--- config.mk ---
export PLATFORM = sky130hd
export DESIGN_NAME = psq_sequencer
export DESIGN_NICKNAME = d
export VERILOG_FILES = /design/src/common/psq_pkg.sv /design/src/psq_sequencer.sv
export SDC_FILE = /design/constraint.sdc
export NUM_CORES = 1
export LEC_CHECK = 0
export BUFFER_PORTS_ARGS = -buffer_cell sky130_fd_sc_hd__buf_2
export CORE_MARGIN = 2
export CORE_UTILIZATION = 52
export CTS_CLUSTER_DIAMETER = 40
export DETAILED_ROUTE_END_ITERATION = 10
export GPL_TIMING_DRIVEN = 1
export PLACE_DENSITY = 0.74
export SYNTH_ARGS = -nofsm -noshare
export SYNTH_HDL_FRONTEND = slang
export SYNTH_SLANG_ARGS = --single-unit
--- constraint.sdc ---
create_clock -name clk -period 3.2 [get_ports clk]
set_input_delay 0 -clock clk [delete_from_list [all_inputs] [get_ports clk]]
set_output_delay 0 -clock clk [all_outputs]
set_load 0.02 [all_outputs]
--- src/common/psq_pkg.sv ---
// Package of constants, types and register map for the triple buck sequencer
package psq_pkg;

   // ----------------------------------------
   // Timing
   // ----------------------------------------
   localparam int CLK_PERIOD_NS = 25;
   localparam int SOFTSTART_US = 1000;
   localparam int OC_WAIT_US = 500;
   localparam int HICCUP_US = 14000;
   localparam int PG_DEGLITCH_US = 100;
   // Least times, rounded up to whole cycles
   localparam int SOFTSTART_CYC = (SOFTSTART_US * 1000 + CLK_PERIOD_NS - 1) / CLK_PERIOD_NS;
   localparam int OC_WAIT_CYC = (OC_WAIT_US * 1000 + CLK_PERIOD_NS - 1) / CLK_PERIOD_NS;
   localparam int HICCUP_CYC = (HICCUP_US * 1000 + CLK_PERIOD_NS - 1) / CLK_PERIOD_NS;
   localparam int PG_DEGLITCH_CYC = (PG_DEGLITCH_US * 1000 + CLK_PERIOD_NS - 1) / CLK_PERIOD_NS;
   localparam int CNT_W = 20;
   localparam int NBUCK = 3;

   // ----------------------------------------
   // Register map (byte addresses)
   // ----------------------------------------
   localparam logic [7:0] ADDR_CTRL = 8'h00;
   localparam logic [7:0] ADDR_STATUS = 8'h04;
   localparam logic [7:0] ADDR_IRQ_STAT = 8'h08;
   localparam logic [7:0] ADDR_IRQ_MASK = 8'h0c;
   localparam int CTRL_HOLD_BIT = 0;
   localparam logic CTRL_RESET = 1'h0;
   localparam int NEVT = 6;
   localparam logic [NEVT-1:0] IRQ_MASK_RESET = 6'h00;
   localparam int EVT_PG_RISE = 0;
   localparam int EVT_PG_FALL = 1;
   localparam int EVT_HICCUP = 2;
   localparam int EVT_THERMAL = 3;
   localparam int EVT_LOCKOUT = 4;
   localparam int EVT_SEQ_DONE = 5;

   // ----------------------------------------
   // Types
   // ----------------------------------------
   typedef enum logic [1:0] {
      BK_OFF = 2'b00,
      BK_SOFT = 2'b01,
      BK_ON = 2'b10,
      BK_HICCUP = 2'b11
   } psq_buck_e;

   typedef enum logic [1:0] {
      SQ_IDLE = 2'b00,
      SQ_UP = 2'b01,
      SQ_ALLON = 2'b10,
      SQ_DOWN = 2'b11
   } psq_seq_e;

   typedef struct packed {
      logic startstop;
      logic buck2;
      logic buck1;
   } psq_enables_s;

   typedef struct packed {
      logic hold_off;
   } psq_ctrl_s;

endpackage : psq_pkg

--- src/psq_sequencer.sv ---
// Triple buck start/stop sequencer with lockout, soft start, hiccup and power good
`timescale 1ns/100ps
// Summary of operation
// - Sequencing mode high: bucks start and stop in a fixed order.
// - Sequencing mode low: each buck follows its own enable independently.
// - Enables 1 and 2 pick one of three orders; both low is reserved.
// - Third enable launches start order on rise, matching stop order on fall.
// - Independent mode: enable high runs the buck, low stops it quietly.
// - Supply lockout disables everything; the detector itself carries the hysteresis.
// - Bucks 2 and 3 soft start over a fixed 1 ms interval.
// - Regulation flag rises only after a continuous deglitch interval in regulation.
// - Driver supply turns on at the low wake level of any enable.
// - Regulation flag low in lockout, thermal stop, enable low or soft start.
// - Overcurrent beyond 0.5 ms shuts a buck down; restart after 14 ms.
// - Thermal shutdown stops switching; power-up reruns once it clears.
module psq_sequencer
   import psq_pkg::*;
#(
   parameter logic [CNT_W-1:0] SS_CYC = CNT_W'(SOFTSTART_CYC),
   parameter logic [CNT_W-1:0] OCW_CYC = CNT_W'(OC_WAIT_CYC),
   parameter logic [CNT_W-1:0] HIC_CYC = CNT_W'(HICCUP_CYC)
) (
   input wire logic clk,
   input wire logic rst,
   input wire logic psel,
   input wire logic penable,
   input wire logic pwrite,
   input wire logic [7:0] paddr,
   input wire logic [31:0] pwdata,
   output logic [31:0] prdata,
   output logic pready,
   output logic pslverr,
   input wire logic sequencing_mode,
   input wire psq_enables_s enables,
   input wire logic [NBUCK-1:0] enable_wake,
   input wire logic input_low_lockout,
   input wire logic over_temp,
   input wire logic [NBUCK-1:0] overcurrent,
   input wire logic [NBUCK-1:0] in_regulation,
   input wire logic ramp_pin_buck1_done,
   output logic [NBUCK-1:0] buck_run,
   output logic [NBUCK-1:0] buck_soft_start,
   output logic internal_driver_supply,
   output logic output_regulation_ok,
   output logic irq
);

   // ----------------------------------------
   // Order table
   // ----------------------------------------
   // sel is {enable_buck2, enable_buck1}; returns the buck index at a step
   function automatic logic [1:0] seq_buck(input logic [1:0] sel, input logic [1:0] step);
      logic [1:0] b;
      b = step;
      case (sel)
         2'b11: b = step;
         2'b10: b = (step == 2'h0) ? 2'h1 : (step == 2'h1) ? 2'h0 : 2'h2;
         2'b01: b = (step == 2'h0) ? 2'h1 : (step == 2'h1) ? 2'h2 : 2'h0;
         default: b = step;
      endcase
      return b;
   endfunction : seq_buck

   // ----------------------------------------
   // Common conditions
   // ----------------------------------------
   psq_ctrl_s ctrl_q;
   logic kill;
   logic [1:0] sel_in;
   logic [NBUCK-1:0] en_vec;
   assign kill = input_low_lockout | over_temp | ctrl_q.hold_off;
   assign sel_in = {enables.buck2, enables.buck1};
   assign en_vec = {enables.startstop, enables.buck2, enables.buck1};

   // ----------------------------------------
   // Automatic sequencer
   // ----------------------------------------
   psq_seq_e sq_q;
   logic [1:0] step_q;
   logic [1:0] sel_q;
   logic [NBUCK-1:0] seq_req_q;
   psq_buck_e st_q [NBUCK];
   logic [1:0] up_b;
   logic [1:0] dn_b;
   logic seq_done_evt;

   assign up_b = seq_buck(sel_q, step_q);
   assign dn_b = seq_buck(sel_q, 2'h2 - step_q);
   assign seq_done_evt = (sq_q == SQ_UP) && (step_q == 2'h2) && (st_q[up_b] == BK_ON)
                         && in_regulation[up_b] && enables.startstop && (sel_in == sel_q);

   always_ff @(posedge clk or posedge rst) begin
      if (rst) begin
         sq_q <= SQ_IDLE;
         step_q <= 2'h0;
         sel_q <= 2'h0;
         seq_req_q <= 3'h0;
      end else if (kill || !sequencing_mode) begin
         // Thermal recovery restarts from idle so the whole order reruns
         sq_q <= SQ_IDLE;
         step_q <= 2'h0;
         seq_req_q <= 3'h0;
      end else begin
         case (sq_q)
            SQ_IDLE: begin
               if (enables.startstop && (sel_in != 2'b00)) begin
                  sel_q <= sel_in;
                  step_q <= 2'h0;
                  sq_q <= SQ_UP;
               end
            end
            SQ_UP: begin
               if (!enables.startstop || (sel_in != sel_q)) begin
                  step_q <= 2'h0;
                  sq_q <= SQ_DOWN;
               end else begin
                  seq_req_q[up_b] <= 1'b1;
                  if ((st_q[up_b] == BK_ON) && in_regulation[up_b]) begin
                     if (step_q == 2'h2) begin
                        sq_q <= SQ_ALLON;
                     end else begin
                        step_q <= step_q + 2'h1;
                     end
                  end
               end
            end
            SQ_ALLON: begin
               if (!enables.startstop || (sel_in != sel_q)) begin
                  step_q <= 2'h0;
                  sq_q <= SQ_DOWN;
               end
            end
            SQ_DOWN: begin
               seq_req_q[dn_b] <= 1'b0;
               if (st_q[dn_b] == BK_OFF && !seq_req_q[dn_b]) begin
                  if (step_q == 2'h2) begin
                     sq_q <= SQ_IDLE;
                  end else begin
                     step_q <= step_q + 2'h1;
                  end
               end
            end
            default: sq_q <= SQ_IDLE;
         endcase
      end
   end

   // ----------------------------------------
   // Per-buck state
   // ----------------------------------------
   logic [CNT_W-1:0] cnt_q [NBUCK];
   logic [NBUCK-1:0] run_req;
   logic [NBUCK-1:0] soft_done;
   logic [NBUCK-1:0] hiccup_evt;

   assign run_req = sequencing_mode ? seq_req_q : en_vec;

   genvar gi;
   generate
      for (gi = 0; gi < NBUCK; gi++) begin : g_buck
         if (gi == 0) begin : g_ext
            // Buck 1 ramp length is set by the external pin capacitor
            assign soft_done[gi] = ramp_pin_buck1_done;
         end else begin : g_int
            assign soft_done[gi] = (cnt_q[gi] >= SS_CYC - CNT_W'(1));
         end
         assign hiccup_evt[gi] = (st_q[gi] == BK_ON) && overcurrent[gi] && !kill
                                 && run_req[gi] && (cnt_q[gi] >= OCW_CYC - CNT_W'(1));
         assign buck_run[gi] = (st_q[gi] == BK_SOFT) || (st_q[gi] == BK_ON);
         assign buck_soft_start[gi] = (st_q[gi] == BK_SOFT);

         always_ff @(posedge clk or posedge rst) begin
            if (rst) begin
               st_q[gi] <= BK_OFF;
               cnt_q[gi] <= '0;
            end else if (kill || !run_req[gi]) begin
               st_q[gi] <= BK_OFF;
               cnt_q[gi] <= '0;
            end else begin
               case (st_q[gi])
                  BK_OFF: begin
                     st_q[gi] <= BK_SOFT;
                     cnt_q[gi] <= '0;
                  end
                  BK_SOFT: begin
                     if (soft_done[gi]) begin
                        st_q[gi] <= BK_ON;
                        cnt_q[gi] <= '0;
                     end else begin
                        cnt_q[gi] <= cnt_q[gi] + CNT_W'(1);
                     end
                  end
                  BK_ON: begin
                     if (hiccup_evt[gi]) begin
                        st_q[gi] <= BK_HICCUP;
                        cnt_q[gi] <= '0;
                     end else if (overcurrent[gi]) begin
                        cnt_q[gi] <= cnt_q[gi] + CNT_W'(1);
                     end else begin
                        cnt_q[gi] <= '0;
                     end
                  end
                  BK_HICCUP: begin
                     if (cnt_q[gi] >= HIC_CYC - CNT_W'(1)) begin
                        st_q[gi] <= BK_SOFT;
                        cnt_q[gi] <= '0;
                     end else begin
                        cnt_q[gi] <= cnt_q[gi] + CNT_W'(1);
                     end
                  end
                  default: st_q[gi] <= BK_OFF;
               endcase
            end
         end
      end
   endgenerate

   // ----------------------------------------
   // Power good and driver supply
   // ----------------------------------------
   localparam logic [CNT_W-1:0] PG_CYC = CNT_W'(PG_DEGLITCH_CYC);
   logic [CNT_W-1:0] pg_cnt_q;
   logic pg_cand;
   logic pg_q;
   logic all_on;

   always_comb begin
      all_on = 1'b1;
      for (int i = 0; i < NBUCK; i++) begin
         if (st_q[i] != BK_ON) begin
            all_on = 1'b0;
         end
      end
   end

   assign pg_cand = !input_low_lockout && !over_temp && (&en_vec) && all_on
                    && (&in_regulation) && (&(~buck_soft_start));

   always_ff @(posedge clk or posedge rst) begin
      if (rst) begin
         pg_cnt_q <= '0;
         pg_q <= 1'b0;
      end else if (!pg_cand) begin
         pg_cnt_q <= '0;
         pg_q <= 1'b0;
      end else if (pg_cnt_q >= PG_CYC - CNT_W'(1)) begin
         pg_q <= 1'b1;
      end else begin
         pg_cnt_q <= pg_cnt_q + CNT_W'(1);
      end
   end
   assign output_regulation_ok = pg_q;

   logic drv_q;
   always_ff @(posedge clk or posedge rst) begin
      if (rst) begin
         drv_q <= 1'b0;
      end else begin
         drv_q <= (|enable_wake) && !input_low_lockout;
      end
   end
   assign internal_driver_supply = drv_q;

   // ----------------------------------------
   // Events and interrupt
   // ----------------------------------------
   logic [NEVT-1:0] irq_stat_q;
   logic [NEVT-1:0] irq_mask_q;
   logic [NEVT-1:0] evt;
   logic pg_prev_q;
   logic ot_prev_q;
   logic lo_prev_q;
   logic wr_acc;
   logic [NEVT-1:0] w1c;

   always_ff @(posedge clk or posedge rst) begin
      if (rst) begin
         pg_prev_q <= 1'b0;
         ot_prev_q <= 1'b0;
         lo_prev_q <= 1'b0;
      end else begin
         pg_prev_q <= pg_q;
         ot_prev_q <= over_temp;
         lo_prev_q <= input_low_lockout;
      end
   end

   always_comb begin
      evt = '0;
      evt[EVT_PG_RISE] = pg_q && !pg_prev_q;
      evt[EVT_PG_FALL] = !pg_q && pg_prev_q;
      evt[EVT_HICCUP] = |hiccup_evt;
      evt[EVT_THERMAL] = over_temp && !ot_prev_q;
      evt[EVT_LOCKOUT] = input_low_lockout && !lo_prev_q;
      evt[EVT_SEQ_DONE] = seq_done_evt;
   end

   assign wr_acc = psel && penable && pwrite;
   assign w1c = (wr_acc && paddr == ADDR_IRQ_STAT) ? pwdata[NEVT-1:0] : '0;

   // A new event wins over a clear in the same cycle
   always_ff @(posedge clk or posedge rst) begin
      if (rst) begin
         irq_stat_q <= '0;
      end else begin
         irq_stat_q <= (irq_stat_q & ~w1c) | evt;
      end
   end
   assign irq = |(irq_stat_q & irq_mask_q);

   // ----------------------------------------
   // APB slave
   // ----------------------------------------
   logic [31:0] rdata_q;
   logic err_q;
   logic mapped;

   assign mapped = (paddr == ADDR_CTRL) || (paddr == ADDR_STATUS)
                   || (paddr == ADDR_IRQ_STAT) || (paddr == ADDR_IRQ_MASK);

   always_ff @(posedge clk or posedge rst) begin
      if (rst) begin
         ctrl_q <= '{hold_off: CTRL_RESET};
         irq_mask_q <= IRQ_MASK_RESET;
      end else if (wr_acc && paddr == ADDR_CTRL) begin
         ctrl_q.hold_off <= pwdata[CTRL_HOLD_BIT];
      end else if (wr_acc && paddr == ADDR_IRQ_MASK) begin
         irq_mask_q <= pwdata[NEVT-1:0];
      end
   end

   // Read data is captured in the setup cycle so it comes from flip-flops
   always_ff @(posedge clk or posedge rst) begin
      if (rst) begin
         rdata_q <= '0;
         err_q <= 1'b0;
      end else if (psel && !penable) begin
         err_q <= !mapped;
         case (paddr)
            ADDR_CTRL: rdata_q <= {31'h0, ctrl_q.hold_off};
            ADDR_STATUS: rdata_q <= {19'h0, input_low_lockout, over_temp, pg_q, sq_q,
                                     step_q, st_q[2], st_q[1], st_q[0]};
            ADDR_IRQ_STAT: rdata_q <= {26'h0, irq_stat_q};
            ADDR_IRQ_MASK: rdata_q <= {26'h0, irq_mask_q};
            default: rdata_q <= '0;
         endcase
      end
   end

   assign pready = psel && penable;
   assign prdata = rdata_q;
   assign pslverr = psel && penable && err_q;

endmodule : psq_sequencer

==> metrics.md <==
| Metric | Value |
|---|---|
| Status | `finished, final reports clean` |
| Flop2flop setup slack | `0.56 ns` |
| Number of max-cap violations | `0` |
| CP Class | `reg -> reg` |
| Share of layout cells above drive strength 1 | `18.7%` |
| GRT Total Usage | `21.8%` |
| Crit start category | `flip-flop` |
| Post-synth top flop | `dfrtp_1` |
| CP required | `3.47 ns` |
| Net switching power | `0.904 mW` |
| Setup TNS Final | `0 ns` |
| # IOs | `104` |
| Final period util | `82.4%` |
| Register area | `0.00318 mm2` |
| DRC viols | `0` |
| Vias in the first global route | `5485` |
| GRT overflow | `0` |
| Initial Util | `52.7%` |
| Layout Utilization | `61.3%` |
| CTS tree | `yes` |
| Antenna fix cells | `0` |
| Initial antenna violation count | `0` |
| Die X | `122 um` |
| Synth Register Bits | `127` |
| Gpl congestion | `0.912` |
| First-pass GRT wire length | `25600 um` |
| Synth Area per Inst | `9.62 um2` |
| WHS | `0.0465 ns` |
| Clock tree buffer depth | `2` |
| Combinational group share of total power | `7.7%` |
| Final worst slack | `0.564 ns` |
| Sequential-to-total area share from yosys stat | `43.8%` |
| Internal | `3.26 mW` |
| Area after DPL | `0.00760 mm2` |
| Average routed wire per standard cell | `15.5 um` |
| Slew Viols, Final | `0` |
| Placed cells | `971` |
| Unique masters post-synth | `74` |
| Die area | `0.0149 mm2` |
| Pleak | `3.65 nW` |
| Post-synth EDFFs | `0` |
| Mapped cell area | `0.00725 mm2` |
| # Post-CTS Setup Buffers | `0` |
| Power share of the sequential group | `39.3%` |
| Peak Freq | `379 MHz` |
| Core ar. | `0.0138 mm2` |
| Hold Vio Cnt, Final | `0` |
| Worst Hold Class | `in -> reg` |
| Worst slack, placed | `0.570 ns` |
| Num CTS Buffers | `17` |
| Skew final | `0.00574 ns` |
| Sink Count | `127` |
| Routed Antenna Nets | `0` |
| Buffers on Ports | `58` |
| Slew @ Worst Pin | `1.04 ns` |
| Worst-path clk slew | `0.06 ns` |
| DRT iter0 DRCs | `408` |
| Worst IR Drop VDD | `0.000316 V` |
| Cell area power density | `494 mW/mm2` |
| Initial DRT Pass Iterations | `5` |
| Nets@finish | `914` |
| RSZ-0062 raised after global routing | `false` |
| H-tree levels | `4` |
| Clock power frac | `53.1%` |
| Root buffer selected by CTS | `clkbuf_16` |
| Crit-path max FO | `20` |
| Synthesis-to-finish area growth | `16.3%` |
| Later-pin clock latency in the skew report | `0.42 ns` |
| Die Ht | `122 um` |
| Synth Instances | `754` |
| Multi-input logic area | `0.00371 mm2` |
| Largest net degree at the start of global routing | `68` |
| Fillers | `1143` |
| Row cnt | `43` |
| Tmin final | `2.64 ns` |
| CP arrival | `2.90 ns` |
| Final cell count without fillers | `1019` |
| Relative slew slack | `30.8%` |
| Pwr Total | `4.17 mW` |
| Vias/cell | `5.62` |
| Asr flop ratio synth | `100%` |
| Crit end category | `flip-flop` |
| Via count | `5728` |
| Ys Warns | `0` |
| Setup violations, final | `0` |
| Finished layout cell area | `0.00844 mm2` |
| Sw Ratio | `21.7%` |
| Routed WL | `15800 um` |
| Hpwl dp | `11300 um` |
timing repair:
item / CTS / global route
hold buffers: 16 / 0
hold endpoints to repair: 64 / 0
gates resized for setup: 0 / 0
kinds of logic after synthesis:
kind of cell	after synthesis	synth area share, %
and+or+nand+nor	327	24.0
DFF	127	43.8
AOI/OAI and AO/OA	105	10.5
buffers and inverters	82	5.97
xor gates and xnor gates	65	7.85
adders and majority gates	27	4.66
muxes	20	3.16
other	1	0.0517
cell type report:
cell class              instances  area share [%]
flip-flops and latches        127            37.7
clock buffers                  22            5.62
inverters                      39            1.78
well taps                     180            2.67
multi-input cells             563            44.0
repair buffers                 78            5.84
clock inverters                10            2.45
synthesized netlist by cell type, types with 8 or more instances:
cell	instances	area [um2]
clkbuf_1	13	48.8
nand2_1	67	251
a22oi_1	11	82.6
nand3_1	37	185
nand4_1	21	131
and3_1	17	106
xnor2_1	31	272
o21ai_0	16	80.1
buf_4	20	150
nor2_1	72	270
ha_1	27	338
xor2_1	34	298
a21oi_1	14	70.1
nor4_1	8	50.1
dfrtp_1	127	3180
a22o_1	11	96.3
nor2_2	39	244
inv_1	38	143
nor3_1	22	110
registers in the layout, indices dropped and copies added (netlist names):
name and flops:
cnt_q 60, pg_cnt_q 20, prdata 13, irq_mask_q 6, irq_stat_q 6, st_q 6
seq_req_q 3, sel_q 2, sq_q 2, step_q 2, ctrl_q 1, err_q 1
internal_driver_supply 1, lo_prev_q 1, ot_prev_q 1, output_regulation_ok 1, pg_prev_q 1
layout by cell type, fill, tap and decap left out, types with 6 or more instances in the layout:
| cell type | n |
|---|---|
| o21ai_0 | 16 |
| and3_1 | 17 |
| a22o_1 | 11 |
| bufinv_16 | 6 |
| nor2_1 | 72 |
| a31oi_1 | 7 |
| nand2_1 | 67 |
| nand3_1 | 37 |
| dlygate4sd3_1 | 16 |
| mux2_2 | 7 |
| nand4_1 | 21 |
| clkbuf_16 | 17 |
| a22oi_1 | 11 |
| nor3_1 | 22 |
| conb_1 | 19 |
| buf_2 | 58 |
| xnor2_1 | 31 |
| ha_1 | 27 |
| nor4_1 | 8 |
| mux2i_1 | 6 |
| and4_1 | 6 |
| a21oi_1 | 14 |
| inv_1 | 37 |
| dfrtp_1 | 127 |
| xor2_1 | 34 |
| nor2_2 | 39 |
| mux2_1 | 6 |
worst paths after layout:
| kind | from | cells past startpoint | end |
|---|---|---|---|
| worst max register to register | cnt_q[0] | 7 | cnt_q[2] |
| worst min register to register | output_regulation_ok | 0 | pg_prev_q |
| worst min-delay path | paddr[1] | 4 | prdata[4] |
| max in group asynchronous | rst | 4 | pg_cnt_q[1] |
| min in group asynchronous | rst | 3 | cnt_q[42] |
| worst max-delay path | cnt_q[0] | 7 | cnt_q[2] |
power groups by stage:
| stage | Clock [mW] | Sequential [mW] | Combinational [mW] |
|---|---|---|---|
| floorplan | 0 | 1.66 | 0.233 |
| global placement | 0 | 1.66 | 0.295 |
| detailed placement | 0 | 1.66 | 0.301 |
| CTS | 2.25 | 1.64 | 0.321 |
| global route | 2.31 | 1.64 | 0.351 |
| finish | 2.21 | 1.64 | 0.320 |
metal layers:
layer	GRT usage [%]	part of all wire [%]
met1	28.9	45
met2	34.3	47
met5	0	0
met4	9.63	2.3
met3	5.15	5.8
worst max-delay path, stage by stage (launching register included):
cell      delay, ns
dfrtp_1        0.40
ha_1           0.23
nand4_1        0.23
o211ai_1       0.23
a31oi_1        0.12
nor3_2         0.29
a2111o_1       0.89
nor2_2         0.09
Note: power is estimated with default switching activity, not from simulation.
